===== config.mk =====
export PLATFORM = sky130hd
export DESIGN_NAME = comparator_reference_control
export DESIGN_NICKNAME = d
export VERILOG_FILES = /design/src/hdl/cmp_ref_pkg.sv /design/src/hdl/comparator_reference_control.sv
export SDC_FILE = /design/constraint.sdc
export NUM_CORES = 1
export LEC_CHECK = 0
export BUFFER_PORTS_ARGS = -buffer_cell sky130_fd_sc_hd__buf_2
export CAP_MARGIN = 15
export CORE_MARGIN = 5
export CORE_UTILIZATION = 43
export CTS_CLUSTER_DIAMETER = 50
export DETAILED_ROUTE_END_ITERATION = 10
export PLACE_DENSITY = 0.76
export SETUP_SLACK_MARGIN = 0.05
export SYNTH_ARGS = -nofsm -noshare
export SYNTH_HDL_FRONTEND = slang
export SYNTH_SLANG_ARGS = --single-unit

===== constraint.sdc =====
create_clock -name sys_clk -period 2.7 [get_ports sys_clk]
set_input_delay 0.135 -clock sys_clk [delete_from_list [all_inputs] [get_ports sys_clk]]
set_output_delay 0.135 -clock sys_clk [all_outputs]
set_load 0.02 [all_outputs]

===== src/hdl/cmp_ref_pkg.sv =====
// Package: register map, field positions and types of the comparator control block
package cmp_ref_pkg;
   // Word byte addresses on the register bus
   localparam logic [3:0] ADDR_REF_SELECT = 4'h0;
   localparam logic [3:0] ADDR_CONTROL    = 4'h4;
   localparam logic [3:0] ADDR_IRQ_STATUS = 4'h8;
   localparam logic [3:0] ADDR_IRQ_MASK   = 4'hc;
   // Reference select fields
   localparam int REF_EXT_BIT  = 7;
   localparam int REF_BGR_BIT  = 6;
   localparam int REF_LVL_HI   = 5;
   localparam int REF_LVL_LO   = 2;
   // Control fields
   localparam int CTL_HYST_BIT = 7;
   localparam int CTL_INV_BIT  = 5;
   localparam int CTL_IF_BIT   = 4;
   localparam int CTL_IE_BIT   = 3;
   localparam int CTL_STAT_BIT = 2;
   localparam int CTL_RES_BIT  = 1;
   localparam int CTL_PON_BIT  = 0;
   // Writable masks; reserved bits stay zero
   localparam logic [7:0] REF_WR_MASK = 8'hfc;
   localparam logic [7:0] CTL_WR_MASK = 8'ha9;
   // Reset values
   localparam logic [7:0] REF_RESET   = 8'h00;
   localparam logic [7:0] CTL_RESET   = 8'h80;
   // Interrupt status bits
   localparam int IRQ_EDGE_BIT = 0;
   localparam int IRQ_W        = 1;
   // Fixed bandgap level in millivolts, and level step
   localparam int BANDGAP_MV   = 1200;
   localparam int LEVEL_STEP_MV = 200;

   // Source of the negative comparator input
   typedef enum logic [1:0] {
      SRC_LEVEL,
      SRC_BANDGAP,
      SRC_EXTERNAL
   } ref_source_t;

   // Analog-facing control bundle
   typedef struct packed {
      ref_source_t source;
      logic [3:0]  level_code;
      logic        hysteresis_enable;
      logic        power_on;
   } analog_ctrl_t;

   // Wishbone request bundle
   typedef struct packed {
      logic       cyc;
      logic       stb;
      logic       we;
      logic [3:0] adr;
      logic [3:0] sel;
      logic [31:0] dat;
   } wb_req_t;
endpackage


===== src/hdl/comparator_reference_control.sv =====
// Comparator reference and control block with Wishbone register access
`timescale 1ns/1ps
`default_nettype none
// Summary of operation
// Ext-select bit routes external pin to input
// Bandgap-select bit connects 1.2V bandgap
// Level field bits 5:2 picks sixteen levels
// External beats bandgap beats level field
// Level code n gives (n+1) times 0.2V
// Software writes zero to reserved bits
// Control resets to 80h, hysteresis enabled
// Software should keep hysteresis enabled
// Inversion bit resets clear, inverts output
// Edge select: rising normal, falling inverted
// Reference register resets to all zeros
// Edge sets sticky flag and status bit; enable gates flag, irq_mask gates status
// Status bit shows synchronised inverted result
module comparator_reference_control (
   input  wire logic                       sys_clk,
   input  wire logic                       rstn,
   input  wire cmp_ref_pkg::wb_req_t       wb_req,
   output logic        [31:0]              wb_dat_o,
   output logic                            wb_ack_o,
   input  wire logic                       comparator_raw,
   output cmp_ref_pkg::analog_ctrl_t       analog_ctrl,
   output logic        [15:0]              level_mv,
   output logic                            comparator_out,
   output logic                            irq
);
   import cmp_ref_pkg::*;

   // Whole block state
   typedef struct packed {
      logic [7:0]   ref_select;
      logic [7:0]   control;
      logic [IRQ_W-1:0] irq_status;
      logic [IRQ_W-1:0] irq_mask;
      logic         sync1;
      logic         sync2;
      logic         prev_raw;
      logic [31:0]  rdata;
      logic         ack;
      analog_ctrl_t actrl;
      logic [15:0]  mv;
      logic         comparator_result_bit;
      logic         irq;
   } state_t;

   state_t st;
   state_t next_st;

   // Byte-lane merge of a write into an 8-bit register
   function automatic logic [7:0] merge8(input logic [7:0] old, input logic [7:0] wmask,
                                         input wb_req_t r);
      merge8 = r.sel[0] ? ((old & ~wmask) | (r.dat[7:0] & wmask)) : old;
   endfunction

   // Source priority decode
   function automatic ref_source_t pick_source(input logic [7:0] rs);
      if (rs[REF_EXT_BIT]) begin
         pick_source = SRC_EXTERNAL;
      end else if (rs[REF_BGR_BIT]) begin
         pick_source = SRC_BANDGAP;
      end else begin
         pick_source = SRC_LEVEL;
      end
   endfunction

   logic access;
   logic wr;
   logic edge_seen;
   logic [7:0] ctl_rd;
   logic [3:0] lvl;

   always_comb begin
      next_st = st;
      access = wb_req.cyc && wb_req.stb && !st.ack;
      wr = access && wb_req.we;
      // Two-flop synchroniser for the analog result
      next_st.sync1 = comparator_raw;
      next_st.sync2 = st.sync1;
      next_st.prev_raw = st.sync2;
      // Rising edge normally, falling edge when inverted
      edge_seen = st.control[CTL_INV_BIT] ? (st.prev_raw && !st.sync2)
                                          : (!st.prev_raw && st.sync2);
      next_st.comparator_result_bit = st.sync2 ^ st.control[CTL_INV_BIT];
      // Register writes; reserved bits masked to zero
      next_st.ack = access;
      if (wr && wb_req.adr == ADDR_REF_SELECT) begin
         next_st.ref_select = merge8(st.ref_select, REF_WR_MASK, wb_req);
      end
      if (wr && wb_req.adr == ADDR_CONTROL) begin
         next_st.control = merge8(st.control, CTL_WR_MASK, wb_req);
         // Flag clears by writing one; a coincident edge wins
         if (wb_req.sel[0] && wb_req.dat[CTL_IF_BIT]) begin
            next_st.control[CTL_IF_BIT] = 1'b0;
         end
      end
      if (wr && wb_req.adr == ADDR_IRQ_STATUS && wb_req.sel[0]) begin
         next_st.irq_status = st.irq_status & ~wb_req.dat[IRQ_W-1:0];
      end
      if (wr && wb_req.adr == ADDR_IRQ_MASK && wb_req.sel[0]) begin
         next_st.irq_mask = wb_req.dat[IRQ_W-1:0];
      end
      if (edge_seen) begin
         next_st.control[CTL_IF_BIT] = 1'b1;
         next_st.irq_status[IRQ_EDGE_BIT] = 1'b1;
      end
      // Status bit mirrors the presented output
      next_st.control[CTL_STAT_BIT] = 1'b0;
      next_st.control[CTL_RES_BIT] = 1'b0;
      // Read data
      ctl_rd = st.control;
      ctl_rd[CTL_STAT_BIT] = st.comparator_result_bit;
      next_st.rdata = 32'h0;
      if (access && !wb_req.we) begin
         unique case (wb_req.adr)
            ADDR_REF_SELECT: next_st.rdata = {24'h0, st.ref_select};
            ADDR_CONTROL:    next_st.rdata = {24'h0, ctl_rd};
            ADDR_IRQ_STATUS: next_st.rdata = {31'h0, st.irq_status};
            ADDR_IRQ_MASK:   next_st.rdata = {31'h0, st.irq_mask};
            default:         next_st.rdata = 32'h0;
         endcase
      end
      // Analog controls from the registered settings
      lvl = st.ref_select[REF_LVL_HI:REF_LVL_LO];
      next_st.actrl.source = pick_source(st.ref_select);
      next_st.actrl.level_code = lvl;
      next_st.actrl.hysteresis_enable = st.control[CTL_HYST_BIT];
      next_st.actrl.power_on = st.control[CTL_PON_BIT];
      unique case (pick_source(st.ref_select))
         SRC_BANDGAP: next_st.mv = 16'(BANDGAP_MV);
         SRC_LEVEL:   next_st.mv = 16'((32'(lvl) + 1) * LEVEL_STEP_MV);
         default:     next_st.mv = 16'h0;
      endcase
      // Interrupt: control enable or status mask
      next_st.irq = (st.control[CTL_IF_BIT] && st.control[CTL_IE_BIT])
                    || |(st.irq_status & st.irq_mask);
   end

   // State register
   always_ff @(posedge sys_clk or negedge rstn) begin
      if (!rstn) begin
         st <= '0;
         st.ref_select <= REF_RESET;
         st.control <= CTL_RESET;
         st.actrl.hysteresis_enable <= 1'b1;
         st.mv <= 16'(LEVEL_STEP_MV);
      end else begin
         st <= next_st;
      end
   end

   assign wb_dat_o = st.rdata;
   assign wb_ack_o = st.ack;
   assign analog_ctrl = st.actrl;
   assign level_mv = st.mv;
   assign comparator_out = st.comparator_result_bit;
   assign irq = st.irq;

   // Checks
   ext_priority_a: assert property (@(posedge sys_clk) disable iff (!rstn)
      st.ref_select[REF_EXT_BIT] |=> analog_ctrl.source == SRC_EXTERNAL)
      else $error("external select not routed");
   bgr_priority_a: assert property (@(posedge sys_clk) disable iff (!rstn)
      (st.ref_select[7:6] == 2'b01) |=> analog_ctrl.source == SRC_BANDGAP
         && level_mv == 16'(BANDGAP_MV))
      else $error("bandgap select wrong");
   level_pick_a: assert property (@(posedge sys_clk) disable iff (!rstn)
      (st.ref_select[7:6] == 2'b00) |=> analog_ctrl.source == SRC_LEVEL
         && analog_ctrl.level_code == $past(st.ref_select[5:2]))
      else $error("level code not selected");
   source_order_a: assert property (@(posedge sys_clk) disable iff (!rstn)
      analog_ctrl.source == SRC_LEVEL |-> $past(st.ref_select[7:6]) == 2'b00)
      else $error("source priority broken");
   level_volts_a: assert property (@(posedge sys_clk) disable iff (!rstn)
      analog_ctrl.source == SRC_LEVEL |->
         level_mv == 16'((32'(analog_ctrl.level_code) + 1) * LEVEL_STEP_MV))
      else $error("level voltage mismatch");
   reserved_zero_a: assert property (@(posedge sys_clk) disable iff (!rstn)
      st.ref_select[1:0] == 2'b00 && st.control[6] == 1'b0)
      else $error("reserved bits set");
   hyst_follow_a: assert property (@(posedge sys_clk) disable iff (!rstn)
      ##1 analog_ctrl.hysteresis_enable == $past(st.control[7]))
      else $error("hysteresis output wrong");
   invert_out_a: assert property (@(posedge sys_clk) disable iff (!rstn)
      ##1 comparator_out == ($past(st.sync2) ^ $past(st.control[5])))
      else $error("output inversion wrong");
   edge_flag_a: assert property (@(posedge sys_clk) disable iff (!rstn)
      (!st.control[5] && $rose(st.sync2)) |=> st.control[4])
      else $error("rising edge missed");
   fall_flag_a: assert property (@(posedge sys_clk) disable iff (!rstn)
      (st.control[5] && $fell(st.sync2)) |=> st.control[4])
      else $error("falling edge missed");
   irq_gate_a: assert property (@(posedge sys_clk) disable iff (!rstn)
      (st.control[4] && st.control[3]) |=> irq)
      else $error("interrupt not raised");
endmodule
`default_nettype wire


Word-level counts from Yosys, hierarchy flattened
Cells that the tools add are included.
{ "totals": {"ff_bits": 78, "inputBits": 46, "output_inout_bits": 59, "elab_cells": 68} }
{ "op_classes": {"n_addsub": 1, "multipliers": 1, "n_eq_ne": 4, "muxes": 12, "bitwise_logic": 6, "n_reduce_logical": 27} }
{ "op_table": {"columns": ["operator", "count"], "rows": [
  ["$pmux W8 S4", 1],
  ["$pmux W13 S2", 1],
  ["$logic_and A1 B1 Y1", 14],
  ["$mul A5 B5 Y10 const B", 1],
  ["$mux W5", 2],
  ["$eq A4 B4 Y1 const B", 2],
  ["$mux W8", 1],
  ["$or A2 B8 Y8", 1],
  ["$or A7 B8 Y8", 1],
  ["$mux W1", 6],
  ["$reduce_and A2 Y1", 3],
  ["$add A4 B1 Y5 const B", 1],
  ["$eq A4 B3 Y1 const B", 1],
  ["$logic_not A1 Y1", 4],
  ["$logic_not A4 Y1", 1],
  ["$reduce_bool A2 Y1", 2],
  ["$reduce_bool A3 Y1", 1],
  ["$and A1 B1 Y1", 2],
  ["$eq A2 B1 Y1 const B", 1],
  ["$logic_not A2 Y1", 1],
  ["$mux W2", 1],
  ["$logic_or A1 B1 Y1", 1],
  ["$not A1 Y1", 1],
  ["$xor A1 B1 Y1", 1]
]} }

Depth between registers and ports, before layout
Gate-level depths: netlist (run 1).
{ "depth": {"depth_word": 7, "mapped_depth": 11, "ltp_nobuf": 10} }

Least setup slack after synthesis (run 1)
Ideal clock, no wire load.
{ "synth_timing": {"path_kind": "flip-flop to flip-flop", "from": "register st (netlist bit lvl[0])", "to": "register st (netlist bit level_mv[12])", "setup_ns": 0.119, "t_arrival_ns": 2.629, "t_required_ns": 2.581, "setup_slack_ns": -0.048, "stages_incl_launch_ff": 12, "n_path_buf": 1, "period_less_slack_ns": 2.748, "cell_sequence": "dfrtp_1 > clkbuf_1 > nand3_1 > xor2_1 > inv_1 > ha_1 > ha_1 > ha_1 > ha_1 > nand3_1 > o2111ai_1 > a21bo_2"} }
{ "synth_lines": {"columns": ["item", "line_no", "rtl"], "rows": [
  ["start, declared", "comparator_reference_control.sv:49", "state_t st;"],
  ["start signal, assigned", "comparator_reference_control.sv:150", "st <= next_st;"]
]} }

==> impl_metrics.csv, run 1 <==
group,metric,value,unit
outcome,outcome,"finished, violations left",
outcome,violations,"hold timing",
sta,drv_slew,0,
worst_setup_path,endpoint_kind,"flip-flop",
floorplan,initial_core_util,0.443,
clocking,clk_latency,0.30,ns
logic_synthesis,synth-seq-cells,45,
grt,grt_pass1_vias,1413,
logic_synthesis,yosys_most_used_dff,"dfrtp_1",
grt,grt_max_degree,46,
logic_synthesis,synth_top_family_by_area,"buffers and inverters",
grt,grt_overflow_total,0,
sta,hold_ws,-0.00838,ns
place,post-place-ws,-0.0771,ns
finish,antenna_cells,0,
clocking,cts-htree-levels,2,
worst_setup_path,critPathTopFamily,"adder cells",
sta,worst_slack,0.0965,ns
min_path,hold_class,"primary input to async pin",
sta,finalHoldViolations,5,
worst_setup_path,critical_path_class,"flip-flop to flip-flop",
worst_setup_path,crit_top_cell,"ha_1",
logic_synthesis,syn_area,2450,um^2
worst_setup_path,crit_fanout,6,
place,port_buffers,46,
clocking,cts-root-buf,"clkbuf_8",
floorplan,dieWidth,85.5,um
logic_synthesis,yosysWarnings,0,
worst_setup_path,rrSetupSlack,0.1,ns
route,drt_iter0_drc,82,
worst_setup_path,timing.rr.end,"level_mv[12]",
pwr,irDropWorstVdd,0.000296,V
finish,drive_gt1_frac,0.396,
worst_setup_path,cp.arrival,2.80,ns
sta,final.min_clock_period,2.60,ns
clocking,tritoncts,"built",
logic_synthesis,synth-xor-area-share,0.0214,
logic_synthesis,syn_avg_cell_area,11.5,um^2
worst_setup_path,ff2ff_path_depth,10,
worst_setup_path,endpoint,"level_mv[12]",
sta,period_share,0.964,
worst_setup_path,worstPathCellList,"nand3_2, xor2_2, inv_2, ha_1, ha_1, ha_2, ha_4, nand3_1, o2111ai_1, a21bo_2",
floorplan,die_h,85.5,um
sta,setup_viol,0,
route,viasPerCell,4.65,
sta,relSlewSlack,0.334,
logic_synthesis,synth-edff-count,0,
worst_setup_path,r2r_start,"lvl[0]",
finish,final.fill_count,493,
worst_setup_path,worstPathRequired,2.89,ns
sta,fmax,384,MHz
route,dr.pass1.iters,4,
floorplan,io_pins,105,
logic_synthesis,async_flop_share,1.00,
clocking,numCtsBuffers,5,
logic_synthesis,synth_fa_ha_area_frac,0.0948,
grt,antenna_found_initial,0,
worst_setup_path,crit_slowest_cell,"dfrtp_2",
floorplan,core,5540,um^2
logic_synthesis,yosysSeqAreaShare,0.461,
logic_synthesis,syn_inst,214,
floorplan,die-area,7320,um^2
finish,fin_cells,317,
route,ant_nets,0,
pwr,power.density,549,nW/um^2
worst_setup_path,critPathLaunchType,"flip-flop",
sta,grt_setup_unrepaired,"yes",
finish,finalNetCount,308,
route,avgRoutedWirePerCell,14.5,um
logic_synthesis,synth_cell_type_count,38,
sta,skew,0.00601,ns
place,hpwl,3.28,mm
route,wirelength,4.61,mm
clocking,clockBufferDepth,2,
worst_setup_path,critPathMaxStageDelay,0.47,ns
sta,tightest_slew,0.999,ns
logic_synthesis,synth-simple-area-share,0.107,
job,cap_violations,0,
worst_setup_path,cp-startpoint,"lvl[0]",
worst_setup_path,crit_cells,10,
floorplan,core.rowCount,27,
place,gp_congestion,0.875,
place,placed_cells,304,
pwr,p_leak,0.00138,uW
finish,area_growth_syn_to_layout,11.0,%
grt,grt_pass1_wl,6.89,mm
route,drc,0,
clocking,clk_pin_slew,0.08,ns
route,vias,1475,
clocking,clkSinkCount,45,
grt,grtUsageTotal,0.124,
logic_synthesis,synth-compound-area-share,0.0556,
logic_synthesis,muxShareOfSynthArea,0.0612,
worst_setup_path,path_buf_inv,1,
==> final cells by class <==
type                            instances  area (um^2)  share of cell area
Clock buffer                            7         76.3              0.0280
Clock inverter                          1         7.51             0.00276
Inverter                                8         30.0              0.0110
Multi-Input combinational cell        129         1080               0.398
Sequential cell                        45         1130               0.417
Tap cell                               72         90.1              0.0331
Timing Repair Buffer                   55          300               0.110
==> cell families after synthesis <==
logic type,after synthesis
other cells,1
simple gates,43
compound gates,19
mux,12
fa+ha+maj,18
flops,45
buf+inv,70
xor+xnor,6
==> per-stage QoR <==
stage | instance area (um^2) | TNS, ns | power, uW | utilization
final | 2720 | 0 | 1500 | 0.491
after detailed placement | 2490 | -0.167 | 1070 | 0.449
after floorplan | 2590 | 0 | 1050 | -
after CTS | 2610 | 0 | 1490 | 0.472
after global placement | 2490 | 0 | 1070 | 0.449
after global routing | 2720 | -0.0329 | 1570 | 0.491
==> timing repair <==
action | 4_1_cts | 5_1_grt
hold endpoints to repair | 1 | 0
gates resized for setup | 3 | 12
setup endpoints to repair | 3 | 3
hold buffers | 1 | 0
setup buffers | 2 | 2
pin swaps | 1 | 2
==> cells in the final DEF, fill, tap and decap left out, drive strengths merged, types with 5 or more instances in the layout <==
cell type	Yosys	layout
dfstp	5	5
ha	17	17
mux2	12	12
dfrtp	40	40
buf	58	54
inv	8	8
conb	1	31
a22oi	5	5
xor2	6	6
nor2	16	16
clkbuf	4	7
==> cells in the mapped netlist (2+ instances only) <==
library cell,count,area share
clkbuf_1,4,0.0061
o21ai_0,2,0.0041
nand3b_1,2,0.0061
ha_1,17,0.087
xor2_1,6,0.021
dfrtp_1,40,0.41
and3_1,4,0.010
nand3_1,2,0.0041
nor3_1,3,0.0061
a21oi_1,4,0.0082
a221o_1,2,0.0082
nor2_1,16,0.024
mux2_4,4,0.024
mux2_2,8,0.037
dfstp_2,5,0.054
and3b_1,2,0.0071
nand4_1,3,0.0076
inv_1,8,0.012
a22oi_1,5,0.015
nand2_1,2,0.0031
buf_4,57,0.17
nor2b_1,2,0.0051
==> power breakdown <==
part | switching [uW] | total, uW | internal [uW]
Clock | 223 | 407 | 183
Sequential | 28.9 | 766 | 737
Combinational | 206 | 323 | 117
Total | 458 | 1500 | 1040
==> state kept, by name, indices dropped and copies added, names as in the netlist <==
signal          count
wb_dat_o            8
analog_ctrl         8
wb_ack_o            1
next_st             2
st                  5
level_mv           10
comparator_out      1
irq                 1
lvl                 4
ctl_rd              5
==> layer usage <==
layer,up-vias,track usage,wire length [um]
met5,-,0,0
met4,0,0.0691,102
met3,10,0.0471,433
met2,66,0.187,2130
met1,712,0.153,1940
li1,687,-,-
==> worst min-delay path by stage <==
stage / slack [ns] / start / cells past startpoint / endpoint
3_5_place_dp: 0.25 / comparator_raw / 1 / next_st[60]
2_1_floorplan: -0.16 / rstn / 0 / analog_ctrl[0]
5_1_grt: 0.02 / wb_req[40] / 2 / wb_dat_o[6]
3_3_place_gp: 0.25 / comparator_raw / 1 / next_st[60]
6_report: -0.008 / rstn / 1 / level_mv[12]
4_1_cts: 0.01 / wb_req[40] / 2 / wb_dat_o[6]
Note: power is estimated with default switching activity, not from simulation.
==> run 2: changes to the inputs <==
--- a/config.mk
+++ b/config.mk
@@ -11,7 +11,7 @@
 export CORE_UTILIZATION = 43
 export CTS_CLUSTER_DIAMETER = 50
 export DETAILED_ROUTE_END_ITERATION = 10
-export PLACE_DENSITY = 0.76
+export PLACE_DENSITY = 0.77
 export SETUP_SLACK_MARGIN = 0.05
 export SYNTH_ARGS = -nofsm -noshare
 export SYNTH_HDL_FRONTEND = slang
==> impl_metrics.csv, run 2 (synthesized netlist as in run 1, its figures left out) <==
group,metric,value,unit
clocking,tritoncts,"built",
pwr,p_clk_frac,0.362,
floorplan,io_pins,105,
sta,setup_viol,0,
sta,fin_tns_setup,0,ns
route,ant_nets,0,
route,vias,1486,
finish,finalNetCount,307,
sta,finalHoldViolations,40,
grt,grt_pass1_wl,6.91,mm
floorplan,core.rowCount,27,
outcome,violations,"hold timing",
worst_setup_path,cp-startpoint,"lvl[0]",
place,hpwl,3.37,mm
worst_setup_path,endpoint,"level_mv[12]",
grt,grtUsageTotal,0.120,
route,drc,0,
finish,final_common_cell,"buf_2",
finish,antenna_cells,0,
floorplan,die_h,85.5,um
pwr,combinationalPowerShare,0.183,
place,gp_congestion,0.860,
clocking,clockBufferDepth,2,
sta,tightest_slew,0.957,ns
finish,drive_gt1_frac,0.389,
clocking,numCtsBuffers,5,
floorplan,die-area,7320,um^2
grt,grt_pass1_vias,1447,
worst_setup_path,crit_fanout,5,
finish,mostFrequentLayoutCells,"buf_2 (46), dfrtp_1 (39), conb_1 (31)",
place,port_buffers,46,
sta,drv_slew,0,
worst_setup_path,cp.arrival,2.84,ns
sta,relSlewSlack,0.362,
worst_setup_path,rrSetupSlack,0.05,ns
finish,final.fill_count,481,
worst_setup_path,critPathLaunchType,"flip-flop",
finish,largest_register_ffs,10,
finish,area_growth_syn_to_layout,10.6,%
grt,grt_overflow_total,0,
pwr,p_int,1220,uW
pwr,p_leak,0.00141,uW
route,wirelength,4.57,mm
min_path,hold_class,"primary input to async pin",
worst_setup_path,critical_path_class,"flip-flop to flip-flop",
floorplan,core,5540,um^2
worst_setup_path,timing.rr.end,"level_mv[12]",
outcome,outcome,"finished, violations left",
route,viasPerCell,4.70,
floorplan,dieWidth,85.5,um
sta,fmax,378,MHz
pwr,seq_power_share,0.454,
grt,antenna_found_initial,0,
clocking,clkSinkCount,45,
route,dr.pass1.iters,4,
grt,grt_max_degree,46,
route,avgRoutedWirePerCell,14.4,um
clocking,clk_latency,0.30,ns
sta,final.min_clock_period,2.65,ns
pwr,switching_power,463,uW
clocking,clk_pin_slew,0.09,ns
place,placed_cell_area,2490,um^2
clocking,cts-root-buf,"clkbuf_8",
job,cap_violations,0,
worst_setup_path,ff2ff_path_depth,9,
pwr,power.density,619,nW/um^2
worst_setup_path,endpoint_kind,"flip-flop",
sta,skew,0.0110,ns
route,drt_iter0_drc,56,
clocking,cts-htree-levels,2,
sta,hold_ws,-0.0191,ns
worst_setup_path,worstPathRequired,2.90,ns
finish,stdcell_area,2710,um^2
worst_setup_path,r2r_start,"lvl[0]",
floorplan,initial_core_util,0.443,
pwr,irDropWorstVdd,0.000225,V
sta,period_share,0.980,
pwr,p_sw_frac,0.276,
-- run 2: cell count changes in the layout (fill, tap and decap cells not counted), moves of 2 or more --
cell and delta:
ha_1 +3, bufinv_16 +2, clkbuf_1 -2, ha_4 -4
-- run 2: layout make-up --
type	count	area, um^2	area share
Clock buffer	5	68.8	0.0254
Clock inverter	3	68.8	0.0254
Inverter	8	30.0	0.0111
Multi-Input combinational cell	129	1030	0.379
Sequential cell	45	1130	0.418
Tap cell	72	90.1	0.0332
Timing Repair Buffer	54	293	0.108
-- run 2: per-layer routing --
layer,global-route usage,part of all wire,up-vias
met1,0.146,0.40,719
met2,0.190,0.47,72
met3,0.0375,0.093,11
met5,0,0,-
met4,0.0676,0.032,0
li1,-,-,684
-- run 2: timing repair --
item / in CTS / in global routing
resized for setup: 1 / 9
setup endpoints to repair: 2 / 3
buffers inserted: 0 / 2
hold buffers: 1 / 0
pin swaps: 0 / 2
hold endpoints to repair: 1 / 0
-- run 2: power groups by stage --
stage	combinational (uW)	clock, uW	sequential [uW]
3_3_place_gp	293	0	775
3_5_place_dp	298	0	775
6_report	308	608	763
5_1_grt	335	640	771
2_1_floorplan	274	0	775
4_1_cts	303	620	763
-- run 2: worst min path at each step --
stage / startpoint / endpoint / cells after the start / slack (ns)
final: rstn / level_mv[11] / 1 / -0.02
after global routing: wb_req[40] / wb_dat_o[6] / 2 / 0.04
after CTS: rstn / analog_ctrl[2] / 1 / 0.01
after detailed placement: comparator_raw / next_st[60] / 1 / 0.24
after global placement: comparator_raw / next_st[60] / 1 / 0.25
after floorplan: rstn / analog_ctrl[0] / 0 / -0.16
-- run 2: critical path, cell delays in order, from the launching register on --
cell,delay [ns]
dfrtp_2,0.45
ha_2,0.22
and3_1,0.20
ha_1,0.32
ha_4,0.17
ha_1,0.32
ha_4,0.30
nand3_1,0.10
o2111ai_1,0.22
a21bo_2,0.25
-- run 2: metrics by stage --
stage	instances	setup WS, ns	utilization	total power (uW)
finish	316	0.0543	0.490	1680
global route	316	-0.0489	0.490	1750
CTS	314	0.0529	0.478	1690
detailed placement	305	0.0235	0.450	1070
global placement	305	0.0792	0.450	1070
floorplan	244	0.103	-	1050
==> run 3: changes to the inputs <==
--- a/config.mk
+++ b/config.mk
@@ -11,7 +11,7 @@
 export CORE_UTILIZATION = 43
 export CTS_CLUSTER_DIAMETER = 50
 export DETAILED_ROUTE_END_ITERATION = 10
-export PLACE_DENSITY = 0.77
+export PLACE_DENSITY = 0.86
 export SETUP_SLACK_MARGIN = 0.05
 export SYNTH_ARGS = -nofsm -noshare
 export SYNTH_HDL_FRONTEND = slang
==> impl_metrics.csv, run 3 (synthesized netlist as in run 1, its figures left out) <==
group,metric,value,unit
finish,finalNetCount,310,
floorplan,initial_core_util,0.443,
floorplan,die_h,85.5,um
clocking,tritoncts,"built",
pwr,switching_power,463,uW
finish,mostFrequentLayoutCells,"buf_2 (46), dfrtp_1 (38), conb_1 (31)",
sta,worst_slack,0.131,ns
sta,tightest_slew,0.932,ns
pwr,p_clk_frac,0.287,
pwr,irDropWorstVdd,0.000225,V
place,port_buffers,46,
sta,period_share,0.952,
grt,antenna_found_initial,0,
worst_setup_path,endpoint_kind,"flip-flop",
route,avgRoutedWirePerCell,14.6,um
route,viasPerCell,4.62,
sta,fin_tns_setup,0,ns
route,wirelength,4.66,mm
place,post-place-ws,-0.0469,ns
place,gp_congestion,0.869,
route,dr.pass1.iters,4,
finish,final_core_util,0.493,
route,ant_nets,0,
pwr,combinationalPowerShare,0.209,
finish,area_growth_syn_to_layout,11.2,%
worst_setup_path,crit_slowest_cell,"dfrtp_2",
sta,final.min_clock_period,2.57,ns
floorplan,core,5540,um^2
route,drt_iter0_drc,66,
place,hpwl,3.40,mm
job,cap_violations,0,
floorplan,core.rowCount,27,
grt,grt_overflow_total,0,
sta,fmax,389,MHz
clocking,clk_pin_slew,0.08,ns
grt,grt_pass1_vias,1467,
route,vias,1475,
finish,largest_register_ffs,10,
floorplan,dieWidth,85.5,um
worst_setup_path,critical_path_class,"flip-flop to flip-flop",
sta,grt_setup_unrepaired,"no",
floorplan,die-area,7320,um^2
route,drc,0,
sta,setup_viol,0,
pwr,p_int,1060,uW
finish,antenna_cells,0,
worst_setup_path,crit_fanout,4,
sta,finalHoldViolations,40,
clocking,numCtsBuffers,5,
clocking,clk_latency,0.30,ns
grt,grt_max_degree,46,
clocking,clkSinkCount,45,
finish,final_common_cell,"buf_2",
outcome,violations,"hold timing",
worst_setup_path,worstPathCellList,"nand3_2, xor2_2, inv_1, ha_1, ha_4, ha_1, ha_4, nand3_1, o2111ai_1, a21bo_2",
min_path,hold_class,"primary input to async pin",
worst_setup_path,worstPathRequired,2.89,ns
worst_setup_path,critPathLaunchType,"flip-flop",
clocking,clockBufferDepth,2,
outcome,outcome,"finished, violations left",
sta,relSlewSlack,0.378,
worst_setup_path,cp.arrival,2.76,ns
finish,drive_gt1_frac,0.409,
clocking,cts-root-buf,"clkbuf_8",
pwr,seq_power_share,0.504,
clocking,cts-htree-levels,2,
floorplan,io_pins,105,
sta,skew,0.00870,ns
pwr,p_sw_frac,0.304,
pwr,p_leak,0.00141,uW
sta,hold_ws,-0.0365,ns
pwr,power.density,558,nW/um^2
sta,drv_slew,0,
grt,grt_pass1_wl,7.27,mm
grt,grtUsageTotal,0.129,
worst_setup_path,critPathMaxStageDelay,0.47,ns
[run 3: repair_timing]
item                                    4_1_cts  5_1_grt
endpoints found under the hold margin         1        0
endpoints found under the setup margin        3        3
resized for setup                             5       10
pin swaps                                     0        2
hold buffers                                  1        0
setup buffers                                 3        3
[run 3: per-stage QoR]
stage | cell area (um^2) | cells | power, uW
after detailed placement | 2490 | 304 | 1070
after global routing | 2730 | 319 | 1600
after floorplan | 2590 | 244 | 1050
after CTS | 2640 | 316 | 1510
after global placement | 2490 | 304 | 1070
final | 2730 | 319 | 1520
[run 3: critical path: cells and delay by family (launching register included)]
family	cells	cell delay, ns
DFF	1	0.47
buffers and inverters	1	0.09
and+or+nand+nor	2	0.20
xor gates and xnor gates	1	0.15
adders and majority gates	4	1.12
AOI/OAI and AO/OA	2	0.42
[run 3: cell type report]
type | instances | area [um^2]
flip-flops and latches | 45 | 1130
clock buffers | 7 | 86.3
clock inverters | 1 | 7.51
multi-input cells | 129 | 1060
repair buffers | 57 | 315
well taps | 72 | 90.1
fillers | 494 | 2810
inverters | 8 | 30.0
[run 3: path summary, 6_finish.rpt]
| path | start | endpoint | slack, ns | cells past startpoint |
|---|---|---|---|---|
| worst max register to register | lvl[1] | level_mv[12] | 0.13 | 10 |
| max in group asynchronous | rstn | lvl[0] | 2.09 | 1 |
| min in group sys_clk | wb_req[40] | wb_dat_o[6] | 0.03 | 2 |
| worst min-delay path | rstn | analog_ctrl[3] | -0.04 | 1 |
| worst max-delay path | lvl[1] | level_mv[12] | 0.13 | 10 |
| worst min register to register | next_st[60] | next_st[59] | 0.36 | 0 |
[run 3: power groups by stage]
stage / combinational [uW] / clock, uW / sequential, uW
floorplan: 274 / 0 / 775
global placement: 289 / 0 / 778
detailed placement: 295 / 0 / 779
CTS: 304 / 441 / 766
global route: 349 / 474 / 776
finish: 318 / 436 / 768
[run 3: per-layer routing]
layer	share of wire	track usage	vias to the layer above	routed length [um]
li1	-	-	694	-
met1	0.41	0.156	716	1910
met2	0.50	0.213	58	2320
met3	0.070	0.0394	7	328
met4	0.021	0.0561	0	99
met5	0	0	-	0
